`src/hdl/wdte_params.svh`:
```
// Constants for the watchdog timer event block.
// Assumes inclusion by the package and the design module only.
`ifndef WDTE_PARAMS_SVH
`define WDTE_PARAMS_SVH

// ==================================================
// Register offsets
`define WDTE_OFF_WAKE_GLOBAL_ENABLE 8'h01
`define WDTE_OFF_WAKE_STATUS_TWO 8'h03
`define WDTE_OFF_WAKE_ENABLE_TWO 8'h06
`define WDTE_OFF_TIMEOUT_UNITS 8'h11
`define WDTE_OFF_WATCHDOG_CONFIG 8'h13
`define WDTE_OFF_SMI_STATUS_THREE 8'h18
`define WDTE_OFF_SMI_ENABLE_THREE 8'h19
`define WDTE_OFF_COUNTDOWN_VALUE 8'h12
`define WDTE_OFF_WATCHDOG_CONTROL 8'h14
`define WDTE_OFF_PIN_POLARITY 8'h34
`define WDTE_OFF_SMI_PIN_FUNC 8'h44
`define WDTE_OFF_DOG_PIN_FUNC 8'h46

// ==================================================
// Field positions
`define WDTE_BIT_UNITS_MINUTES 7
`define WDTE_BIT_WAKE_GLOBAL 0
`define WDTE_BIT_WAKE_DOG 7
`define WDTE_BIT_SMI_DOG 0
`define WDTE_BIT_CTRL_STATUS 0
`define WDTE_BIT_CTRL_FORCE 2
`define WDTE_BIT_PIN_POLARITY 1
`define WDTE_SMI_FUNC_HI 5
`define WDTE_SMI_FUNC_LO 4
`define WDTE_DOG_FUNC_HI 3
`define WDTE_DOG_FUNC_LO 2
`define WDTE_MAP_HI 7
`define WDTE_MAP_LO 4

// ==================================================
// Encodings and reset values
`define WDTE_FUNC_SMI 2'h1
`define WDTE_FUNC_DOG 2'h2
`define WDTE_MAP_NONE 4'h0
`define WDTE_REG_RESET 8'h00
`define WDTE_COUNT_ZERO 8'h00
`define WDTE_SECONDS_PER_MINUTE 6'h3C

`endif

```
`src/hdl/wdte_pkg.sv`:
```
// Types shared by the watchdog timer event block.
// Assumes the parameter header is available on the include path.
`include "wdte_params.svh"
package wdte_pkg;
	typedef enum logic [0:0] {WDTE_IDLE, WDTE_RUN} wdte_state_t;
endpackage

```
`src/hdl/wdte_watchdog.sv`:
```
// Watchdog timer with wake, SMI, pin and serial interrupt event routing.
// Assumes a one-cycle strobe per slow tick on tick_in, same clock domain.
//
// Implementation choice: the strobed register port.
`timescale 1ns/1ps
`include "wdte_params.svh"
module wdte_watchdog #(
	parameter int TICKS_PER_SECOND = 1
) (
	// Clock and reset
	input wire logic clk,
	input wire logic rst,
	// Register port
	input wire logic [7:0] reg_addr,
	input wire logic [7:0] reg_wdata,
	input wire logic reg_wr,
	input wire logic reg_rd,
	output logic [7:0] reg_rdata,
	// Slow time base tick
	input wire logic tick_in,
	// Event outputs
	output logic wake_output_n,
	output logic smi_output_n,
	output logic shared_watchdog_pin,
	output logic shared_watchdog_pin_oe,
	output logic [3:0] serirq_slot,
	output logic serirq_level
);

	// ==================================================
	// Registers
	logic [7:0] wake_global_enable_ff;
	logic [7:0] wake_status_two_ff;
	logic [7:0] wake_enable_two_ff;
	logic [7:0] timeout_units_ff;
	logic [7:0] watchdog_config_ff;
	logic [7:0] smi_status_three_ff;
	logic [7:0] smi_enable_three_ff;
	logic [7:0] countdown_value_ff;
	logic [7:0] pin_polarity_ff;
	logic [7:0] smi_pin_func_ff;
	logic [7:0] dog_pin_func_ff;
	logic [7:0] count_ff;
	logic status_ff;
	logic status_d_ff;
	logic [31:0] tick_cnt_ff;
	logic [5:0] sec_cnt_ff;
	logic [7:0] rdata_ff;
	wdte_pkg::wdte_state_t state_ff;

	function automatic logic hit(input logic [7:0] a, input logic [7:0] off);
		hit = (a == off);
	endfunction

	// ==================================================
	// Decode
	wire wr_val = reg_wr && hit(reg_addr, `WDTE_OFF_COUNTDOWN_VALUE);
	wire wr_ctrl = reg_wr && hit(reg_addr, `WDTE_OFF_WATCHDOG_CONTROL);
	wire reload = wr_val && (reg_wdata != `WDTE_COUNT_ZERO);
	wire disable_w = wr_val && (reg_wdata == `WDTE_COUNT_ZERO);
	wire force_w = wr_ctrl && reg_wdata[`WDTE_BIT_CTRL_FORCE];
	wire minutes = timeout_units_ff[`WDTE_BIT_UNITS_MINUTES];
	wire sec_tick = tick_in && (tick_cnt_ff == 32'(TICKS_PER_SECOND - 1));
	wire unit_tick = sec_tick && (!minutes || sec_cnt_ff == `WDTE_SECONDS_PER_MINUTE - 6'h01);
	wire running = (state_ff == wdte_pkg::WDTE_RUN);
	wire expire = running && unit_tick && (count_ff == 8'h01) && !reload;
	wire event_w = status_ff && !status_d_ff;
	wire dog_sel = (dog_pin_func_ff[`WDTE_DOG_FUNC_HI:`WDTE_DOG_FUNC_LO] == `WDTE_FUNC_DOG);
	wire smi_sel = (smi_pin_func_ff[`WDTE_SMI_FUNC_HI:`WDTE_SMI_FUNC_LO] == `WDTE_FUNC_SMI);
	wire [3:0] map_w = watchdog_config_ff[`WDTE_MAP_HI:`WDTE_MAP_LO];
	logic nxt_status;
	always_comb begin
		nxt_status = status_ff;
		if (wr_ctrl)
			nxt_status = reg_wdata[`WDTE_BIT_CTRL_STATUS];
		if (expire || force_w)
			nxt_status = 1'b1;
	end

	// ==================================================
	// Register writes
	always_ff @(posedge clk) begin
		if (rst) begin
			wake_global_enable_ff <= `WDTE_REG_RESET;
			wake_enable_two_ff <= `WDTE_REG_RESET;
			timeout_units_ff <= `WDTE_REG_RESET;
			watchdog_config_ff <= `WDTE_REG_RESET;
			smi_enable_three_ff <= `WDTE_REG_RESET;
			countdown_value_ff <= `WDTE_REG_RESET;
			pin_polarity_ff <= `WDTE_REG_RESET;
			smi_pin_func_ff <= `WDTE_REG_RESET;
			dog_pin_func_ff <= `WDTE_REG_RESET;
		end else if (reg_wr) begin
			if (hit(reg_addr, `WDTE_OFF_WAKE_GLOBAL_ENABLE)) begin
				wake_global_enable_ff <= reg_wdata;
			end
			if (hit(reg_addr, `WDTE_OFF_WAKE_ENABLE_TWO)) begin
				wake_enable_two_ff <= reg_wdata;
			end
			if (hit(reg_addr, `WDTE_OFF_TIMEOUT_UNITS)) begin
				timeout_units_ff <= reg_wdata;
			end
			if (hit(reg_addr, `WDTE_OFF_WATCHDOG_CONFIG)) begin
				watchdog_config_ff <= reg_wdata;
			end
			if (hit(reg_addr, `WDTE_OFF_SMI_ENABLE_THREE)) begin
				smi_enable_three_ff <= reg_wdata;
			end
			if (wr_val) begin
				countdown_value_ff <= reg_wdata;
			end
			if (hit(reg_addr, `WDTE_OFF_PIN_POLARITY)) begin
				pin_polarity_ff <= reg_wdata;
			end
			if (hit(reg_addr, `WDTE_OFF_SMI_PIN_FUNC)) begin
				smi_pin_func_ff <= reg_wdata;
			end
			if (hit(reg_addr, `WDTE_OFF_DOG_PIN_FUNC)) begin
				dog_pin_func_ff <= reg_wdata;
			end
		end
	end

	// ==================================================
	// Status bits: event set wins over a write-one-to-clear in the same cycle
	always_ff @(posedge clk) begin
		if (rst) begin
			wake_status_two_ff <= `WDTE_REG_RESET;
			smi_status_three_ff <= `WDTE_REG_RESET;
		end else begin
			if (reg_wr && hit(reg_addr, `WDTE_OFF_WAKE_STATUS_TWO))
				wake_status_two_ff <= wake_status_two_ff & ~reg_wdata;
			if (reg_wr && hit(reg_addr, `WDTE_OFF_SMI_STATUS_THREE))
				smi_status_three_ff <= smi_status_three_ff & ~reg_wdata;
			if (event_w) begin
				wake_status_two_ff[`WDTE_BIT_WAKE_DOG] <= 1'b1;
				smi_status_three_ff[`WDTE_BIT_SMI_DOG] <= 1'b1;
			end
		end
	end

	// ==================================================
	// Counter and prescaler
	always_ff @(posedge clk) begin
		if (rst) begin
			state_ff <= wdte_pkg::WDTE_IDLE;
			count_ff <= `WDTE_COUNT_ZERO;
			tick_cnt_ff <= 32'h0;
			sec_cnt_ff <= 6'h00;
			status_ff <= 1'b0;
			status_d_ff <= 1'b0;
		end else begin
			status_ff <= nxt_status;
			status_d_ff <= status_ff;
			if (reload) begin
				state_ff <= wdte_pkg::WDTE_RUN;
				count_ff <= reg_wdata;
				tick_cnt_ff <= 32'h0;
				sec_cnt_ff <= 6'h00;
			end else if (force_w || disable_w) begin
				state_ff <= wdte_pkg::WDTE_IDLE;
				count_ff <= `WDTE_COUNT_ZERO;
			end else if (running) begin
				if (tick_in)
					tick_cnt_ff <= sec_tick ? 32'h0 : tick_cnt_ff + 32'h1;
				if (sec_tick)
					sec_cnt_ff <= unit_tick ? 6'h00 : sec_cnt_ff + 6'h01;
				if (unit_tick) begin
					count_ff <= count_ff - 8'h01;
					if (expire)
						state_ff <= wdte_pkg::WDTE_IDLE;
				end
			end
		end
	end

	// ==================================================
	// Read path, data one cycle after strobe
	logic [7:0] rsel;
	always_comb begin
		rsel = 8'h00;
		unique case (reg_addr)
			`WDTE_OFF_WAKE_GLOBAL_ENABLE: rsel = wake_global_enable_ff;
			`WDTE_OFF_WAKE_STATUS_TWO: rsel = wake_status_two_ff;
			`WDTE_OFF_WAKE_ENABLE_TWO: rsel = wake_enable_two_ff;
			`WDTE_OFF_TIMEOUT_UNITS: rsel = timeout_units_ff;
			`WDTE_OFF_WATCHDOG_CONFIG: rsel = watchdog_config_ff;
			`WDTE_OFF_SMI_STATUS_THREE: rsel = smi_status_three_ff;
			`WDTE_OFF_SMI_ENABLE_THREE: rsel = smi_enable_three_ff;
			`WDTE_OFF_COUNTDOWN_VALUE: rsel = count_ff;
			`WDTE_OFF_WATCHDOG_CONTROL: rsel = {7'h00, status_ff};
			`WDTE_OFF_PIN_POLARITY: rsel = pin_polarity_ff;
			`WDTE_OFF_SMI_PIN_FUNC: rsel = smi_pin_func_ff;
			`WDTE_OFF_DOG_PIN_FUNC: rsel = dog_pin_func_ff;
			default: rsel = 8'h00;
		endcase
	end
	always_ff @(posedge clk) begin
		if (rst)
			rdata_ff <= 8'h00;
		else
			rdata_ff <= reg_rd ? rsel : 8'h00;
	end
	assign reg_rdata = rdata_ff;

	// ==================================================
	// Event outputs; wake and SMI are levels held by their sticky status bits
	logic wake_ff, smi_ff, pin_ff, serirq_ff;
	always_ff @(posedge clk) begin
		if (rst) begin
			wake_ff <= 1'b0;
			smi_ff <= 1'b0;
			pin_ff <= 1'b0;
			serirq_ff <= 1'b0;
		end else begin
			wake_ff <= wake_status_two_ff[`WDTE_BIT_WAKE_DOG] && wake_global_enable_ff[`WDTE_BIT_WAKE_GLOBAL]
				&& wake_enable_two_ff[`WDTE_BIT_WAKE_DOG];
			smi_ff <= smi_status_three_ff[`WDTE_BIT_SMI_DOG] && smi_sel
				&& smi_enable_three_ff[`WDTE_BIT_SMI_DOG];
			pin_ff <= status_ff ^ pin_polarity_ff[`WDTE_BIT_PIN_POLARITY];
			serirq_ff <= status_ff && (map_w != `WDTE_MAP_NONE);
		end
	end
	assign wake_output_n = ~wake_ff;
	assign smi_output_n = ~smi_ff;
	assign shared_watchdog_pin = pin_ff;
	assign shared_watchdog_pin_oe = dog_sel;
	assign serirq_slot = map_w;
	assign serirq_level = serirq_ff;

	// ==================================================
	// Checks
	a_zero_stops: assert property (@(posedge clk) disable iff (rst)
		expire |=> !running && status_ff)
		else $error("counter did not stop with status at zero");
	a_reload_runs: assert property (@(posedge clk) disable iff (rst)
		reload |=> running && count_ff == $past(reg_wdata))
		else $error("reload not taken");
	a_zero_disables: assert property (@(posedge clk) disable iff (rst)
		disable_w |=> !running)
		else $error("zero write did not disable");
	a_force_sets: assert property (@(posedge clk) disable iff (rst)
		force_w && !reload |=> status_ff && count_ff == `WDTE_COUNT_ZERO)
		else $error("force did not time out");
	a_force_reads_zero: assert property (@(posedge clk) disable iff (rst)
		reg_rd && reg_addr == `WDTE_OFF_WATCHDOG_CONTROL |=> reg_rdata[`WDTE_BIT_CTRL_FORCE] == 1'b0)
		else $error("force bit read back set");
	a_status_write: assert property (@(posedge clk) disable iff (rst)
		wr_ctrl && !force_w && !expire |=> status_ff == $past(reg_wdata[`WDTE_BIT_CTRL_STATUS]))
		else $error("status write ignored");
	a_edge_event: assert property (@(posedge clk) disable iff (rst)
		$rose(status_ff) |=> wake_status_two_ff[`WDTE_BIT_WAKE_DOG] && smi_status_three_ff[`WDTE_BIT_SMI_DOG])
		else $error("edge did not set status");
	a_wake_gate: assert property (@(posedge clk) disable iff (rst)
		!wake_output_n |-> $past(wake_global_enable_ff[`WDTE_BIT_WAKE_GLOBAL] && wake_enable_two_ff[`WDTE_BIT_WAKE_DOG]))
		else $error("wake without enables");
	a_smi_gate: assert property (@(posedge clk) disable iff (rst)
		!smi_output_n |-> $past(smi_sel && smi_enable_three_ff[`WDTE_BIT_SMI_DOG]))
		else $error("smi without enables");
	a_pin_polarity: assert property (@(posedge clk) disable iff (rst)
		##1 shared_watchdog_pin == ($past(status_ff) ^ $past(pin_polarity_ff[`WDTE_BIT_PIN_POLARITY])))
		else $error("pin polarity wrong");
	a_serirq_map: assert property (@(posedge clk) disable iff (rst)
		serirq_level |-> $past(map_w) != `WDTE_MAP_NONE)
		else $error("serial irq with zero map");

	// ==================================================
	// Counter checks
	a_count_step: assert property (@(posedge clk) disable iff (rst)
		running && unit_tick && !reload && !force_w && !disable_w
		|=> count_ff == $past(count_ff) - 8'h01)
		else $error("counter missed a unit step");
	a_count_hold: assert property (@(posedge clk) disable iff (rst)
		(!running || !unit_tick) && !reload && !force_w && !disable_w
		|=> count_ff == $past(count_ff))
		else $error("counter moved without a unit step");
	a_idle_frozen: assert property (@(posedge clk) disable iff (rst)
		!running && !reload
		|=> !running)
		else $error("stopped counter restarted without reload");
	a_run_nonzero: assert property (@(posedge clk) disable iff (rst)
		running
		|-> count_ff != `WDTE_COUNT_ZERO)
		else $error("counter running at zero");
	a_force_stops: assert property (@(posedge clk) disable iff (rst)
		force_w
		|=> !running)
		else $error("force left counter running");

	// ==================================================
	// Prescaler checks
	a_prescale_restart: assert property (@(posedge clk) disable iff (rst)
		reload
		|=> sec_cnt_ff == 6'h00 && tick_cnt_ff == 32'h0)
		else $error("prescaler not restarted on reload");
	a_minute_range: assert property (@(posedge clk) disable iff (rst)
		1'b1
		|-> sec_cnt_ff < `WDTE_SECONDS_PER_MINUTE)
		else $error("seconds count out of range");
	a_tick_range: assert property (@(posedge clk) disable iff (rst)
		1'b1
		|-> tick_cnt_ff < 32'(TICKS_PER_SECOND))
		else $error("tick count out of range");

	// ==================================================
	// Status and event checks
	a_event_pulse: assert property (@(posedge clk) disable iff (rst)
		event_w
		|=> !event_w)
		else $error("event longer than one cycle");
	a_no_level_event: assert property (@(posedge clk) disable iff (rst)
		status_ff && $past(status_ff)
		|-> !event_w)
		else $error("event on steady status");
	a_status_sticky: assert property (@(posedge clk) disable iff (rst)
		status_ff && !wr_ctrl
		|=> status_ff)
		else $error("status dropped without a write");
	a_status_quiet: assert property (@(posedge clk) disable iff (rst)
		!status_ff && !wr_ctrl && !expire
		|=> !status_ff)
		else $error("status set without cause");
	a_read_status: assert property (@(posedge clk) disable iff (rst)
		reg_rd && reg_addr == `WDTE_OFF_WATCHDOG_CONTROL
		|=> reg_rdata[`WDTE_BIT_CTRL_STATUS] == $past(status_ff))
		else $error("status read back wrong");

	// ==================================================
	// Output routing checks
	a_wake_sticky: assert property (@(posedge clk) disable iff (rst)
		wake_status_two_ff[`WDTE_BIT_WAKE_DOG] && !(reg_wr && reg_addr == `WDTE_OFF_WAKE_STATUS_TWO)
		|=> wake_status_two_ff[`WDTE_BIT_WAKE_DOG])
		else $error("wake status lost");
	a_smi_sticky: assert property (@(posedge clk) disable iff (rst)
		smi_status_three_ff[`WDTE_BIT_SMI_DOG] && !(reg_wr && reg_addr == `WDTE_OFF_SMI_STATUS_THREE)
		|=> smi_status_three_ff[`WDTE_BIT_SMI_DOG])
		else $error("smi status lost");
	a_wake_follows: assert property (@(posedge clk) disable iff (rst)
		wake_status_two_ff[`WDTE_BIT_WAKE_DOG] && wake_global_enable_ff[`WDTE_BIT_WAKE_GLOBAL]
		&& wake_enable_two_ff[`WDTE_BIT_WAKE_DOG] |=> !wake_output_n)
		else $error("enabled wake not driven");
	a_smi_follows: assert property (@(posedge clk) disable iff (rst)
		smi_status_three_ff[`WDTE_BIT_SMI_DOG] && smi_sel
		&& smi_enable_three_ff[`WDTE_BIT_SMI_DOG] |=> !smi_output_n)
		else $error("enabled smi not driven");
	a_pin_enable: assert property (@(posedge clk) disable iff (rst)
		shared_watchdog_pin_oe
		|-> dog_pin_func_ff[`WDTE_DOG_FUNC_HI:`WDTE_DOG_FUNC_LO] == `WDTE_FUNC_DOG)
		else $error("pin driven without watchdog function");
	a_serirq_follows: assert property (@(posedge clk) disable iff (rst)
		status_ff && map_w != `WDTE_MAP_NONE
		|=> serirq_level)
		else $error("mapped serial irq not raised");

endmodule // wdte_watchdog
```
`config.mk`:
```
export PLATFORM = sky130hd
export DESIGN_NAME = wdte_watchdog
export DESIGN_NICKNAME = d
export VERILOG_FILES = /design/src/hdl/wdte_pkg.sv /design/src/hdl/wdte_watchdog.sv
export VERILOG_INCLUDE_DIRS = /design/src /design/src/hdl
export SDC_FILE = /design/constraint.sdc
export NUM_CORES = 1
export LEC_CHECK = 0
export ABC_AREA = 0
export BUFFER_PORTS_ARGS = -buffer_cell sky130_fd_sc_hd__buf_2
export CORE_AREA = 2 2 138 140
export CTS_BUF_LIST = sky130_fd_sc_hd__clkbuf_16
export DETAILED_ROUTE_END_ITERATION = 6
export DIE_AREA = 0 0 140 142
export GPL_TIMING_DRIVEN = 0
export PLACE_DENSITY = 0.51
export SLEW_MARGIN = 20
export SYNTH_ARGS = -nofsm -noshare
export SYNTH_HDL_FRONTEND = slang
export SYNTH_SLANG_ARGS = --single-unit
```
`constraint.sdc`:
```
create_clock -name clk -period 2.6 [get_ports clk]
set_clock_uncertainty 0.1 [all_clocks]
set_input_delay 0.52 -clock clk [delete_from_list [all_inputs] [get_ports clk]]
set_output_delay 0.52 -clock clk [all_outputs]
set_load 0.005 [all_outputs]
```
==> results.toml <==
[setup_path]
required_ns = 2.79
end_kind = "flip-flop"
timing.reg2reg.setup_slack_ns = 0.14
worstPathArrival_ns = 2.66
reg2reg_depth = 9
cp_max_fo = 10
timing.rr.end = "tick_cnt_ff[9]"
rr_startpoint = "tick_cnt_ff[0]"
cp-start-kind = "input pin"
critPathKind = "input pin to flip-flop"

[run_status]
violations = "design-rule violations"
outcome = "finished with violations"

[synth]
synth-seq-cells = 141
yosys_most_used_dff = "dfxtp_1"
synth_cells = 805
synth_seq_area_share_pct = 40.2
syn_nets = 831
syn_avg_cell_area_um2 = 8.71
synth_edf_count = 0
netlist_area_um2 = 7010
synth_top_area_share_pct = 40.2
yosysWarnings = 0
synthTopCellsByArea = "dfxtp_1 (40%), mux2i_1 (9.0%), a21oi_1 (5.7%), nor2_1 (3.9%), nand2_1 (3.8%)"
synthTopCellsByCount = "dfxtp_1 (141), a21oi_1 (80), nor2_1 (73)"
ys_types = 81
async_flop_share_pct = 0
yosysTopAreaCell = "dfxtp_1"
synth.most_common_cell = "dfxtp_1"

[cells_and_area]
area_growth_pct = 16.4
num-fill-cells = 1836
nets = 893
antenna_cells = 0
drive_gt1_share_pct = 14.2
fin_cells = 1114

[floorplanning]
row_count = 50
die_area_um2 = 19900
io_pins = 38
fp.dieH_um = 142
initial_core_util_pct = 38.0
coreArea_um2 = 18500
die_w_um = 140

[hold_path]
whs_path_depth = 3
hold_class = "input pin to flip-flop"
min_from = "reg_wdata[1]"
holdPathEnd = "count_ff[1]"

[drt]
vias_per_cell = 5.94
ant_nets = 0
drtIter0Drc = 665
routed_wl_um = 22400
top_layer = "met4"
drcViolationCount = 3
drt-pass1-iter-count = 7
wl_met3_um = 1160
vias = 6618
met1Wirelength_um = 11000
met2_length_um = 9920
wl_per_cell_um = 20.1

[timing]
slew_headroom_pct = 28.2
max_freq_mhz = 405
finalSetupViolCount = 0
timing.final.crit_period_ns = 2.47
worstMarginPinSlew_ns = 1.07
hold_viol = 0
fin_crit_sh_pct = 94.9
setup_slack_ns = 0.132
fin_hold_ws_ns = 0.311
slew_violations = 0

[job]
drv_cap = 0

[power_and_ir_drop]
netSwitchingFraction_pct = 24.0
internal_power_mw = 3.63
leakage_nw = 3.05
seqPwrFrac_pct = 45.3
p_sw_mw = 1.15
peakVddDrop_mv = 0.448
powerDensity_nw_per_um2 = 585
finalPower_mw = 4.77
share_comb_of_total_power_pct = 4.8
clkPwrFrac_pct = 49.8

[placed_design]
place_hpwl_um = 16000
place_ws_ns = -0.387
place_congestion = 0.877
numPortBuffers = 35
dp_cells = 1074

[cts]
cts_sinks = 141
clk_pin_slew_ns = 0.06
holdBufCountCts = 0
clk_latency_ns = 0.43
cts_tree = "done"
root_buffer = "clkbuf_16"
max-clock-path-buffers = 2
htreeDepth = 4
numCtsBuffers = 17

[grt]
grt_usage_pct = 22.7
antenna_found_initial = 0
grt_pass1_vias = 6190
grt_first_pass_wirelength_um = 35000
grt_overflow = 0
grt_max_degree = 17
cell usage in the layout, fill, tap and decap left out, types with 3 or more instances in the layout:
cell	n
a21o_1	3
a21oi_1	80
a221oi_1	10
a222oi_1	6
a22oi_1	6
and2_1	5
and3_1	4
buf_2	45
buf_4	19
clkbuf_1	29
clkbuf_16	17
clkinv_1	3
clkinv_4	3
dfxtp_1	141
ha_1	5
inv_1	20
inv_6	3
mux2_2	3
mux2i_1	63
nand2_1	71
nand2b_1	3
nand3_1	41
nand4_1	13
nor2_1	73
nor2b_1	9
nor3_1	9
nor3b_1	5
nor4_1	17
nor4_4	5
nor4b_2	5
nor4bb_1	3
o211ai_1	4
o21a_1	5
o21ai_0	21
o22ai_1	5
o31ai_1	27
or3_1	6
or3b_2	3
or4_1	31
final cells by class:
type	count	area (um^2)	area share [%]
Multi-Input combinational cell	591	3910	47.9
Clock buffer	17	425	5.21
Clock inverter	15	148	1.81
Buffer	54	259	3.17
Sequential cell	141	2820	34.6
Tap cell	234	293	3.59
Inverter	19	71.3	0.874
Timing Repair Buffer	43	235	2.88
power by group through the flow:
| stage | Sequential, mW | Combinational (mW) | Clock [mW] |
|---|---|---|---|
| final | 2.16 | 0.230 | 2.38 |
| after global routing | 2.16 | 0.245 | 2.52 |
| after CTS | 2.16 | 0.221 | 2.42 |
| after detailed placement | 2.21 | 0.219 | 0 |
| after global placement | 2.21 | 0.217 | 0 |
| after floorplan | 2.21 | 0.123 | 0 |
sequential cells by signal, indices dropped and copies added (netlist names):
name and flops:
count_ff 8, dog_pin_func_ff 8, pin_polarity_ff 8, reg_rdata 8, running 1, sec_cnt_ff 6, serirq_level 1, shared_watchdog_pin 1
smi_enable_three_ff 8, smi_ff 1, smi_pin_func_ff 8, smi_status_three_ff 8, status_d_ff 1, status_ff 1, tick_cnt_ff 32, timeout_units_ff 8
wake_enable_two_ff 8, wake_ff 1, wake_global_enable_ff 8, wake_status_two_ff 8, watchdog_config_ff 8
per-layer routing:
metal	up-vias	global-route usage [%]
li1	3147	-
met1	3265	33.1
met2	183	33.8
met3	23	4.71
met4	0	6.54
met5	-	0
stage by stage:
stage	area, um^2	utilization (%)	TNS [ns]
global route	8160	44.2	-0.128
detailed placement	7480	40.5	-19.03
CTS	8060	43.7	-0.229
finish	8160	44.2	0
global placement	7480	40.5	-17.33
floorplan	7010	-	0
cell families (layout without fill, tap and decap cells):
group                      count (synthesis)  count (layout)  synth area share, %
xor gates and xnor gates                   2               2                0.250
DFF                                      141             141                 40.2
AOI/OAI and AO/OA                        196             196                 18.4
and+or+nand+nor                          322             322                 26.2
adders and majority gates                  5               5                0.892
muxes                                     66              66                 9.47
buffers and inverters                     73             148                 4.57
worst max-delay path, cell delays in order:
cell and delay (ns):
buf_2 0.13, clkbuf_1 0.48, nor2b_1 0.20, clkbuf_1 0.41, nand3_1 0.53, mux2i_1 0.32, nor2_1 0.05
how the worst max path moves through the flow:
stage          slack [ns]           start                   to  depth (start not counted)
3_5_place_dp        -0.39     reg_addr[2]      tick_cnt_ff[28]                          9
6_report             0.13          reg_wr  timeout_units_ff[0]                          7
3_3_place_gp        -0.33     reg_addr[2]      tick_cnt_ff[12]                          9
2_1_floorplan        0.32     reg_addr[6]         reg_rdata[0]                          6
4_1_cts             -0.02  tick_cnt_ff[0]      tick_cnt_ff[13]                          9
5_1_grt             -0.02  tick_cnt_ff[0]       tick_cnt_ff[9]                          9
timing repair:
action	in CTS	in global routing
endpoints found under the hold margin	0	0
gates resized for setup	2	12
pin swaps	0	4
buffers inserted	0	8
endpoints found under the setup margin	30	41
(Power assumes the default switching activity.)
